`src/pkg/bpcci_consts.svh`:
```
`ifndef BPCCI_CONSTS_SVH
`define BPCCI_CONSTS_SVH
`define BPCCI_DATA_OFS         1'h0
`define BPCCI_CTRL_OFS         1'h1
`define BPCCI_BASE_SW_DEFAULT  7'h07
`define BPCCI_WRITE_BIT        4
`define BPCCI_CODE_CLEAR       8'h20
`define BPCCI_CODE_LAST_DIGIT  4'hc
`define BPCCI_CLK_HZ           10000000
`define BPCCI_XTAL_HZ          32768
`define BPCCI_ACCESS_US        150
`define BPCCI_ACCESS_CYC       ((`BPCCI_ACCESS_US * (`BPCCI_CLK_HZ / 1000000)))
`define BPCCI_FREEZE_TICKS     (`BPCCI_XTAL_HZ / 2)
`define BPCCI_TICK_1024        32
`define BPCCI_TICK_64          512
`define BPCCI_TICK_SEC         32768
`endif

```
`src/pkg/bpcci_pkg.sv`:
```
package bpcci_pkg;
    typedef enum logic [1:0] {
        BPCCI_IDLE  = 2'b00,
        BPCCI_WAIT  = 2'b01,
        BPCCI_DONE  = 2'b10
    } bpcci_state_t;

    typedef struct packed {
        logic [7:0] addr;
        logic [7:0] wdata;
        logic       wr;
        logic       rd;
    } bpcci_req_t;

    typedef struct packed {
        logic [6:0] base_sw_n;
        logic       wp_n;
        logic [1:0] irq_rate;
        logic [3:0] irq_route;
    } bpcci_cfg_t;
endpackage

```
`src/hw/bpcci_top.sv`:
```
// How it works
// - Two adjacent even-aligned ports in 256 space
// - Control port at base plus one
// - A7..A1 compared against seven switches
// - Switch on means zero, off one
// - Default base address is 240
// - Write protect blocks all time writes; the time keeps counting
// - Periodic ticks: minute, second, 1/64, 1/1024
// - Tick routed to eight levels or NMI
// - Slave only, 8-bit data and address
// - Keeps date, weekday, hour format, time
// - Time counts from 32.768 kHz reference
// - Data register and control register exposed
// - Core access stalls bus 150 us
// - Read freezes readout half second while time runs; clear releases
`timescale 1ns/100ps
`include "bpcci_consts.svh"
module bpcci_top #(
    parameter int unsigned ACCESS_CYC   = `BPCCI_ACCESS_CYC,
    parameter int unsigned FREEZE_TICKS = `BPCCI_FREEZE_TICKS
) (
    input  wire logic              clk_sys,
    input  wire logic              nrst,
    input  wire bpcci_pkg::bpcci_req_t req,
    input  wire bpcci_pkg::bpcci_cfg_t cfg,
    input  wire logic              xtal_in,
    output logic [7:0]             rdata,
    output logic                   rdata_oe,
    output logic                   rdy,
    output logic [7:0]             irq_vi,
    output logic                   irq_nmi
);
    bpcci_pkg::bpcci_state_t state_q;
    logic [7:0]  ctrl_q;
    logic [7:0]  data_q;
    logic [15:0] wait_q;
    logic [2:0]  xs_q;
    logic [12:0] cin;
    logic [15:0] div_q;
    logic [15:0] frz_q;
    logic        sec_tick;
    logic        sel;
    logic        hit_data;
    logic        hit_ctrl;
    logic [3:0]  dig [0:12];
    logic [3:0]  snap [0:12];
    logic [12:0] roll;
    logic        tick_sel;
    logic [5:0]  min_div_q;

    // Switch off reads as 1, so a bit matches when address equals negated switch
    assign sel      = (req.addr[7:1] == ~cfg.base_sw_n);
    assign hit_data = sel && (req.addr[0] == `BPCCI_DATA_OFS);
    assign hit_ctrl = sel && (req.addr[0] == `BPCCI_CTRL_OFS);

    // Crystal passes three flops; edge counts when the last two agree
    always_ff @(posedge clk_sys or negedge nrst) begin
        if (!nrst) begin
            xs_q <= 3'h0;
        end else begin
            xs_q <= {xs_q[1:0], xtal_in};
        end
    end
    logic xlvl_q;
    always_ff @(posedge clk_sys or negedge nrst) begin
        if (!nrst) begin
            xlvl_q <= 1'b0;
        end else if (xs_q[1] == xs_q[2]) begin
            xlvl_q <= xs_q[2];
        end
    end
    logic xrise;
    assign xrise = (xs_q[1] == xs_q[2]) && xs_q[2] && !xlvl_q;

    always_ff @(posedge clk_sys or negedge nrst) begin
        if (!nrst) begin
            div_q <= 16'h0000;
        end else if (xrise) begin
            div_q <= (div_q == 16'(`BPCCI_TICK_SEC - 1)) ? 16'h0000 : div_q + 16'h0001;
        end
    end
    assign sec_tick = xrise && (div_q == 16'(`BPCCI_TICK_SEC - 1));

    // Freeze: the snapshot holds while the counter runs; time itself keeps counting
    always_ff @(posedge clk_sys or negedge nrst) begin
        if (!nrst) begin
            frz_q <= 16'h0000;
        end else if (req.wr && hit_ctrl && req.wdata == `BPCCI_CODE_CLEAR) begin
            frz_q <= 16'h0000;
        end else if (req.rd && hit_data && frz_q == 16'h0000) begin
            frz_q <= 16'(FREEZE_TICKS);
        end else if (xrise && frz_q != 16'h0000) begin
            frz_q <= frz_q - 16'h0001;
        end
    end

    // Digit counters, BCD with carry; limits kept simple (no month length table)
    function automatic logic [3:0] lim(input int i, input logic [3:0] t);
        case (i)
            0, 2, 7, 9, 11: lim = 4'h9;
            1, 3:           lim = 4'h5;
            4:              lim = (t[1]) ? 4'h3 : 4'h9;
            5:              lim = 4'h2;
            6:              lim = 4'h6;
            8:              lim = 4'h3;
            10:             lim = 4'h1;
            default:        lim = 4'h9;
        endcase
    endfunction

    // Weekday sits beside the chain and only takes the midnight carry
    always_comb begin
        for (int i = 0; i < 13; i++) begin
            if (i == 5 || i == 8 || i == 10) begin
                roll[i] = dig[i][1:0] >= 2'(lim(i, dig[5]));
            end else begin
                roll[i] = dig[i] >= lim(i, dig[5]);
            end
        end
        cin[0] = 1'b1;
        for (int i = 0; i < 12; i++) begin
            cin[i+1] = (i == 6) ? cin[i] : (cin[i] && roll[i]);
        end
    end

    always_ff @(posedge clk_sys or negedge nrst) begin
        if (!nrst) begin
            for (int i = 0; i < 13; i++) dig[i] <= 4'h0;
        end else if (req.wr && hit_ctrl && req.wdata[`BPCCI_WRITE_BIT] &&
                     req.wdata[3:0] <= `BPCCI_CODE_LAST_DIGIT && cfg.wp_n) begin
            dig[req.wdata[3:0]] <= data_q[3:0];
        end else if (sec_tick) begin
            for (int i = 0; i < 13; i++) begin
                if (cin[i] && i != 6) begin
                    if (roll[i]) begin
                        dig[i] <= (i == 5 || i == 8) ? {dig[i][3:2], 2'h0} : 4'h0;
                    end else begin
                        dig[i] <= dig[i] + 4'h1;
                    end
                end
            end
            if (cin[6]) begin
                dig[6] <= (dig[6] == 4'h6) ? 4'h0 : dig[6] + 4'h1;
            end
        end
    end

    always_ff @(posedge clk_sys or negedge nrst) begin
        if (!nrst) begin
            for (int i = 0; i < 13; i++) snap[i] <= 4'h0;
        end else if (frz_q == 16'h0000) begin
            for (int i = 0; i < 13; i++) snap[i] <= dig[i];
        end
    end

    always_ff @(posedge clk_sys or negedge nrst) begin
        if (!nrst) begin
            ctrl_q <= 8'h00;
            data_q <= 8'h00;
        end else if (req.wr && hit_ctrl) begin
            ctrl_q <= req.wdata;
        end else if (req.wr && hit_data) begin
            data_q <= req.wdata;
        end
    end

    // Bus stall for each core access
    always_ff @(posedge clk_sys or negedge nrst) begin
        if (!nrst) begin
            state_q <= bpcci_pkg::BPCCI_IDLE;
            wait_q  <= 16'h0000;
            rdy     <= 1'b1;
        end else begin
            unique case (state_q)
                bpcci_pkg::BPCCI_IDLE: begin
                    if ((req.rd && hit_data) || (req.wr && hit_ctrl && req.wdata[`BPCCI_WRITE_BIT])) begin
                        state_q <= bpcci_pkg::BPCCI_WAIT;
                        wait_q  <= 16'(ACCESS_CYC - 1);
                        rdy     <= 1'b0;
                    end
                end
                bpcci_pkg::BPCCI_WAIT: begin
                    if (wait_q == 16'h0000) begin
                        state_q <= bpcci_pkg::BPCCI_DONE;
                        rdy     <= 1'b1;
                    end else begin
                        wait_q <= wait_q - 16'h0001;
                    end
                end
                bpcci_pkg::BPCCI_DONE: begin
                    if (!req.rd && !req.wr) state_q <= bpcci_pkg::BPCCI_IDLE;
                end
                default: state_q <= bpcci_pkg::BPCCI_IDLE;
            endcase
        end
    end

    always_ff @(posedge clk_sys or negedge nrst) begin
        if (!nrst) begin
            rdata    <= 8'h00;
            rdata_oe <= 1'b0;
        end else begin
            rdata_oe <= req.rd && hit_data;
            rdata    <= (ctrl_q[3:0] <= `BPCCI_CODE_LAST_DIGIT) ? {4'h0, snap[ctrl_q[3:0]]} : 8'h00;
        end
    end

    // Periodic tick, one clock wide, on the chosen interval
    always_ff @(posedge clk_sys or negedge nrst) begin
        if (!nrst) begin
            min_div_q <= 6'h00;
        end else if (sec_tick) begin
            min_div_q <= (min_div_q == 6'h3b) ? 6'h00 : min_div_q + 6'h01;
        end
    end
    always_comb begin
        unique case (cfg.irq_rate)
            2'b00: tick_sel = sec_tick && min_div_q == 6'h3b;
            2'b01: tick_sel = sec_tick;
            2'b10: tick_sel = xrise && div_q[8:0] == 9'(`BPCCI_TICK_64 - 1);
            2'b11: tick_sel = xrise && div_q[4:0] == 5'(`BPCCI_TICK_1024 - 1);
        endcase
    end
    always_ff @(posedge clk_sys or negedge nrst) begin
        if (!nrst) begin
            irq_vi  <= 8'h00;
            irq_nmi <= 1'b0;
        end else begin
            irq_vi  <= (tick_sel && !cfg.irq_route[3]) ? (8'h01 << cfg.irq_route[2:0]) : 8'h00;
            irq_nmi <= tick_sel && cfg.irq_route[3];
        end
    end
endmodule

```
`config.mk`:
```
export PLATFORM = sky130hd
export DESIGN_NAME = bpcci_top
export DESIGN_NICKNAME = d
export VERILOG_FILES = /design/src/pkg/bpcci_pkg.sv /design/src/hw/bpcci_top.sv
export VERILOG_INCLUDE_DIRS = /design/src /design/src/pkg
export SDC_FILE = /design/constraint.sdc
export NUM_CORES = 1
export LEC_CHECK = 0
export CAP_MARGIN = 20
export CORE_ASPECT_RATIO = 0.8
export CORE_MARGIN = 3
export CORE_UTILIZATION = 45
export DETAILED_ROUTE_END_ITERATION = 8
export DONT_BUFFER_PORTS = 1
export PLACE_DENSITY = 0.65
export SYNTH_ARGS = -nofsm -noshare
export SYNTH_HDL_FRONTEND = slang
export SYNTH_SLANG_ARGS = --single-unit
```
`constraint.sdc`:
```
create_clock -name clk_sys -period 3 [get_ports clk_sys]
set_input_delay 0.6 -clock clk_sys [delete_from_list [all_inputs] [get_ports clk_sys]]
set_output_delay 0.6 -clock clk_sys [all_outputs]
set_load 0.01 [all_outputs]
```
==> qor.txt, run 1 <==
Worst slew margin: 51.07%
Yosys cell types: 81
Clock Tree Root: clkbuf_16
Worst VDD drop: 0.3516 mV
core footprint: 21680 um^2
Die Span X: 172.7 um
setup ws final: 0.1795 ns
R2R depth: 8
Setup crit end: dig[15]$_DFFE_PN0P_
Slew @ Worst Pin: 0.7340 ns
# IOs: 54
drt drc: 0
Final HPWL DP: 17340 um
Synth warnings: 0
Crit-path slowest cell: dfrtp_1
first-pass GRT wire length: 40080 um
post-synthesis simple-gate area fraction: 21.37%
final count of hold timing violations: 186
Top delay family on crit path: simple AND/OR/NAND/NOR gates
violated checks: negative hold slack
crit path kind: flip-flop to flip-flop
Seq cells post-synth: 187
CTS Buf Count: 17
wire per inst: 18.40 um
Crit Path Max Fanout: 5
largest family of logic cells by synthesized area: simple AND/OR/NAND/NOR gates
die area: 24070 um^2
Period Utilization, post-route: 94.02%
all-layer global routing usage: 20.68%
Switching Share: 26.50%
top cells by area, synth: dfrtp_1 47%, mux2_2 5.5%, ha_1 4.6%
FP Rows: 48
Synth area leader: dfrtp_1
clock skew: 0.01101 ns
Reg power frac: 52.5%
count leader, synth: dfrtp_1
Crit path depth: 8
initial antenna violation count: 0
global route overflow: 0
main flop type after synthesis: dfrtp_1
H-tree depth: 4
Final setup viols: 0
max-cap violations: 0
Layout Nets: 1081
hold slack: -0.1324 ns
Vias: 7557
fmax: 354.6 MHz
Buf/Inv on CP: 1
setup bufs post-CTS: 0
Synth Cell Area: 10010 um^2
unrepaired setup endpoints after global routing: false
P&R area growth vs syn: 10.59%
dpl ws: -0.03750 ns
Synth Area in XOR/XNOR: 4.289%
die height: 139.4 um
final setup TNS: 0 ns
TritonCTS clock tree: done
Final Slew Violations: 0
outcome: finished with violations
Reg2Reg Capture Point: dig[15]$_DFFE_PN0P_
Worst Setup Start Kind: flip-flop
top cells by count, synth: 186 x dfrtp_1, 118 x nand2_1, 73 x nor2_1
pwr/cell area: 482.8 nW/um^2
R2R setup slack: 0.18 ns
vias in the first global route: 7251
power share of the clock group: 41.3%
Crit. End Element: flip-flop
Initial Utilization: 46.16%
IO buf count: 0
clk sink count: 187
Mean Syn Cell Area: 10.08 um^2
Synth Area in Compound Gates: 10.63%
ANT nets after route: 0
Worst path max stage delay: 0.50 ns
Detailed Routing Iterations Pass 1: 7
maximum buffer depth of the clock tree: 2
Non-Filler Cell Area, Final: 11070 um^2
Logic pwr share: 6.2%
minimum clock period: 2.820 ns
Sw Pwr: 1.416 mW
RR Startpoint: dig[29]$_DFFE_PN0P_
Starting DRT DRC Count: 691
crit path from: dig[29]$_DFFE_PN0P_
Critical Path RT: 3.32 ns
Clock Latency Late Sink: 0.44 ns
post-synthesis instance total: 993
RD Place Congestion: 0.8895
largest net degree at the start of global routing: 188
Worst-path clk slew: 0.07 ns
crit path cell chain: inv_1 -> ha_1 -> a2111oi_1 -> nor3_2 -> nand4_1 -> nor4_2 -> a21oi_1 -> a221o_1
Int Power: 3.927 mW
sequential cell area fraction in the yosys report: 46.77%
Area after DPL: 10470 um^2
total length of routed wires: 24340 um
Yosys top cell area share: 46.51%
Leak: 4.800 nW
share of layout cells above drive strength 1: 15.07%
Post-synth EDFFs: 0
Post-synth ARST share: 100.0%
Post-Synth Adder-Cell Area: 4.626%
Critical Path AT: 3.14 ns
hold crit path type: input pin to asynchronous set/reset pin
post-synthesis mux area share: 9.015%
vias per cell: 5.712
## flip-flops by register name, indices dropped and copies added, names as in the netlist
register   flops
ctrl_q         4
data_q         4
dig           52
div_q         16
frz_q         16
irq_nmi        1
irq_vi         8
min_div_q      6
rdata          4
rdata_oe       1
rdy            1
snap          52
state_q        2
wait_q        16
xlvl_q         1
xs_q           3
## power groups by stage
| stage | clock [mW] | sequential [mW] | combinational, mW |
|---|---|---|---|
| finish | 2.21 | 2.80 | 0.333 |
| global route | 2.37 | 2.83 | 0.383 |
| detailed placement | 0 | 2.85 | 0.333 |
| global placement | 0 | 2.85 | 0.327 |
| CTS | 2.26 | 2.80 | 0.335 |
| floorplan | 0 | 2.79 | 0.292 |
## routing by layer
metal	vias to the layer above	track usage, %	part of all wire, %
met5	-	0	0
met4	0	5.586	1.4
met3	25	3.873	5.6
met2	206	31.19	44
met1	3699	30.72	49
li1	3627	-	-
## cells by family after synthesis
| family | after synthesis |
|---|---|
| buffers and inverters | 77 |
| flip-flops | 187 |
| adder cells (fa/ha/maj) | 37 |
| XOR/XNOR | 49 |
| AND/OR/NAND/NOR | 414 |
| multiplexers | 69 |
| AO/OA/AOI/OAI | 159 |
| other | 1 |
## area by class of cell
| type | instances | area [um^2] |
|---|---|---|
| inverters | 39 | 146.4 |
| repair buffers | 32 | 250.2 |
| flip-flops and latches | 187 | 4681 |
| fillers | 1950 | 10610 |
| clock buffers | 18 | 439.2 |
| clock inverters | 14 | 136.4 |
| diodes | 1 | 2.502 |
| multi-input cells | 732 | 5036 |
| well taps | 300 | 375.4 |
## repair_timing
| action | in CTS | in global routing |
|---|---|---|
| endpoints found under the setup margin | 5 | 14 |
| endpoints found under the hold margin | 186 | 186 |
| gates resized for setup | 0 | 4 |
## placed cells by master, fill, tap and decap left out, types with 17 or more instances in the layout
cell type / instances
dfrtp_1: 186
nand2_1: 118
nor2_1: 73
o21ai_0: 50
mux2_2: 49
nand3_1: 46
inv_1: 37
nor3_1: 37
ha_1: 37
xor2_1: 30
buf_4: 30
a21oi_1: 20
and3_1: 19
xnor2_1: 19
a31oi_1: 18
clkbuf_16: 17
## how the worst min path moves through the flow
| stage | from | slack (ns) | endpoint |
|---|---|---|---|
| 2_1_floorplan | nrst | 0.30 | ctrl_q[0]$_DFFE_PN0N_ |
| 3_3_place_gp | nrst | 0.32 | snap[44]$_DFFE_PN0P_ |
| 3_5_place_dp | nrst | 0.32 | snap[47]$_DFFE_PN0P_ |
| 4_1_cts | nrst | -0.16 | irq_vi[3]$_DFF_PN0_ |
| 5_1_grt | nrst | -0.16 | snap[47]$_DFFE_PN0P_ |
| 6_report | nrst | -0.13 | snap[47]$_DFFE_PN0P_ |
## stage by stage
step,power [mW],util [%],instances
6_report,5.343,51.04,1323
5_1_grt,5.582,51.03,1322
4_1_cts,5.397,50.92,1321
3_3_place_gp,3.177,48.27,1289
3_5_place_dp,3.185,48.27,1289
2_1_floorplan,3.085,-,996
(Power assumes the default switching activity.)
==> run 2: changes to the inputs <==
--- a/config.mk
+++ b/config.mk
@@ -7,7 +7,7 @@
 export NUM_CORES = 1
 export LEC_CHECK = 0
 export CAP_MARGIN = 20
-export CORE_ASPECT_RATIO = 0.8
+export CORE_ASPECT_RATIO = 1.25
 export CORE_MARGIN = 3
 export CORE_UTILIZATION = 45
 export DETAILED_ROUTE_END_ITERATION = 8
==> qor.txt, run 2 (same netlist as run 1, synthesis figures left out) <==
outcome: finished with violations
violated checks: negative hold slack
first-pass GRT wire length: 39340 um
die area: 24070 um^2
total length of routed wires: 24010 um
max-cap violations: 0
Final Slew Violations: 0
Area after DPL: 10460 um^2
Leak: 4.823 nW
unrepaired setup endpoints after global routing: false
Switching Share: 24.93%
Critical Path AT: 3.17 ns
RR Startpoint: dig[29]$_DFFE_PN0P_
H-tree depth: 4
crit path from: dig[29]$_DFFE_PN0P_
post-CTS sizing: 0
ANT nets after route: 0
fmax: 356.4 MHz
Clock Tree Root: clkbuf_16
Crit Path Max Fanout: 5
ANT cells: 0
Period Utilization, post-route: 93.54%
share of layout cells above drive strength 1: 15.01%
Reg power frac: 51.6%
met2 usage: 33.91%
all-layer global routing usage: 20.17%
Vias: 7542
CTS Buf Count: 17
Sw Pwr: 1.354 mW
Layout Nets: 1085
Worst Setup Start Kind: flip-flop
hold slack: -0.1349 ns
commonest cells after routing, fill and taps aside: 186 x dfrtp_1, 118 x nand2_1, 73 x nor2_1
Worst slew margin: 33.11%
final setup TNS: 0 ns
Crit-path slowest cell: dfrtp_1
Worst VDD drop: 0.4265 mV
most frequent cell on the critical path: buf_4
Slew @ Worst Pin: 0.9943 ns
initial antenna violation count: 0
minimum clock period: 2.806 ns
Crit. End Element: flip-flop
largest net degree at the start of global routing: 188
met3 usage: 3.762%
Worst-path clk slew: 0.07 ns
Clock Latency Late Sink: 0.43 ns
TritonCTS clock tree: done
Final HPWL DP: 17230 um
crit path cell chain: inv_1 -> ha_1 -> a2111oi_0 -> nor3_1 -> buf_4 -> nand4_1 -> nor4_1 -> buf_4 -> a21oi_1 -> buf_4 -> mux2i_1
P&R area growth vs syn: 10.52%
pwr/cell area: 491.1 nW/um^2
Die Span X: 139.4 um
global route overflow: 0
vias in the first global route: 7485
crit path kind: flip-flop to flip-flop
Initial Utilization: 46.12%
Final setup viols: 0
hold crit path type: input pin to asynchronous set/reset pin
vias per cell: 5.779
# IOs: 54
Worst path max stage delay: 0.46 ns
R2R depth: 11
RD Place Congestion: 0.8850
largest registers: dig: 52 flops, snap: 52 flops
met1 Resource Use GR: 26.30%
clock skew: 0.01325 ns
Non-Filler Cell Area, Final: 11060 um^2
wire per inst: 18.39 um
setup bufs post-CTS: 0
Int Power: 4.077 mW
clk sink count: 187
Logic pwr share: 6.1%
maximum buffer depth of the clock tree: 2
most common cell after layout, fill and taps aside: dfrtp_1
die height: 172.7 um
power share of the clock group: 42.2%
final count of hold timing violations: 186
FP Rows: 60
drt drc: 0
gr busiest metal: met2
Starting DRT DRC Count: 389
Critical Path RT: 3.36 ns
core footprint: 21700 um^2
IO buf count: 0
Detailed Routing Iterations Pass 1: 5
run 2: cell types whose count changed in the layout (fill, tap and decap cells not counted), sizes merged:
| cell | previous run | this run |
|---|---|---|
| diode | 1 | 0 |
| buf | 31 | 36 |
| inv | 42 | 43 |
| bufinv | 0 | 2 |
| clkinv | 8 | 3 |
| clkinvlp | 3 | 4 |
run 2: cell type report:
class / count / area (um^2)
fill: 1961 / 10640
multi-input combinational: 732 / 5017
sequential: 187 / 4681
clock buffer: 19 / 442.9
tap: 279 / 349.1
timing repair buffer: 36 / 270.3
clock inverter: 13 / 152.6
inverter: 39 / 146.4
run 2: through the flow:
stage | utilization (%) | hold WS (ns) | power (mW) | setup WS, ns | std cells
floorplan | - | 0.3044 | 3.085 | 0.2134 | 996
global placement | 48.23 | 0.3215 | 3.172 | 0.2106 | 1273
detailed placement | 48.23 | 0.3205 | 3.186 | 0.1813 | 1273
CTS | 50.97 | -0.1408 | 5.487 | 0.2164 | 1305
global route | 50.97 | -0.1624 | 5.677 | 0.03655 | 1305
finish | 50.97 | -0.1349 | 5.432 | 0.1938 | 1305
run 2: path summary, 6_finish.rpt:
check | endpoint | slack (ns)
min in group clk_sys | xs_q[0]$_DFF_PN0_ | 0.19
max | dig[12]$_DFFE_PN0P_ | 0.19
min reg2reg | xs_q[1]$_DFF_PN0_ | 0.35
min | dig[15]$_DFFE_PN0P_ | -0.13
max reg2reg | dig[12]$_DFFE_PN0P_ | 0.19
max in group asynchronous | dig[25]$_DFFE_PN0P_ | 2.83
run 2: critical path: cells and delay by family, from the launching register on:
kind | cells | cell delay, ns
AOI/OAI and AO/OA | 2 | 0.70
buffers and inverters | 4 | 0.62
DFF | 1 | 0.46
and+or+nand+nor | 3 | 0.46
adders and majority gates | 1 | 0.32
muxes | 1 | 0.17
run 2: metal layers:
layer  wire (um)  up-vias
met2       12040      174
met4         604        0
li1            -     3641
met5           0        -
met3         978       37
met1       10380     3690
run 2: power by group through the flow:
stage	Clock (mW)	Sequential (mW)	Combinational [mW]
6_report	2.29	2.81	0.334
5_1_grt	2.47	2.83	0.382
4_1_cts	2.35	2.80	0.337
3_5_place_dp	0	2.85	0.337
3_3_place_gp	0	2.85	0.325
2_1_floorplan	0	2.79	0.292
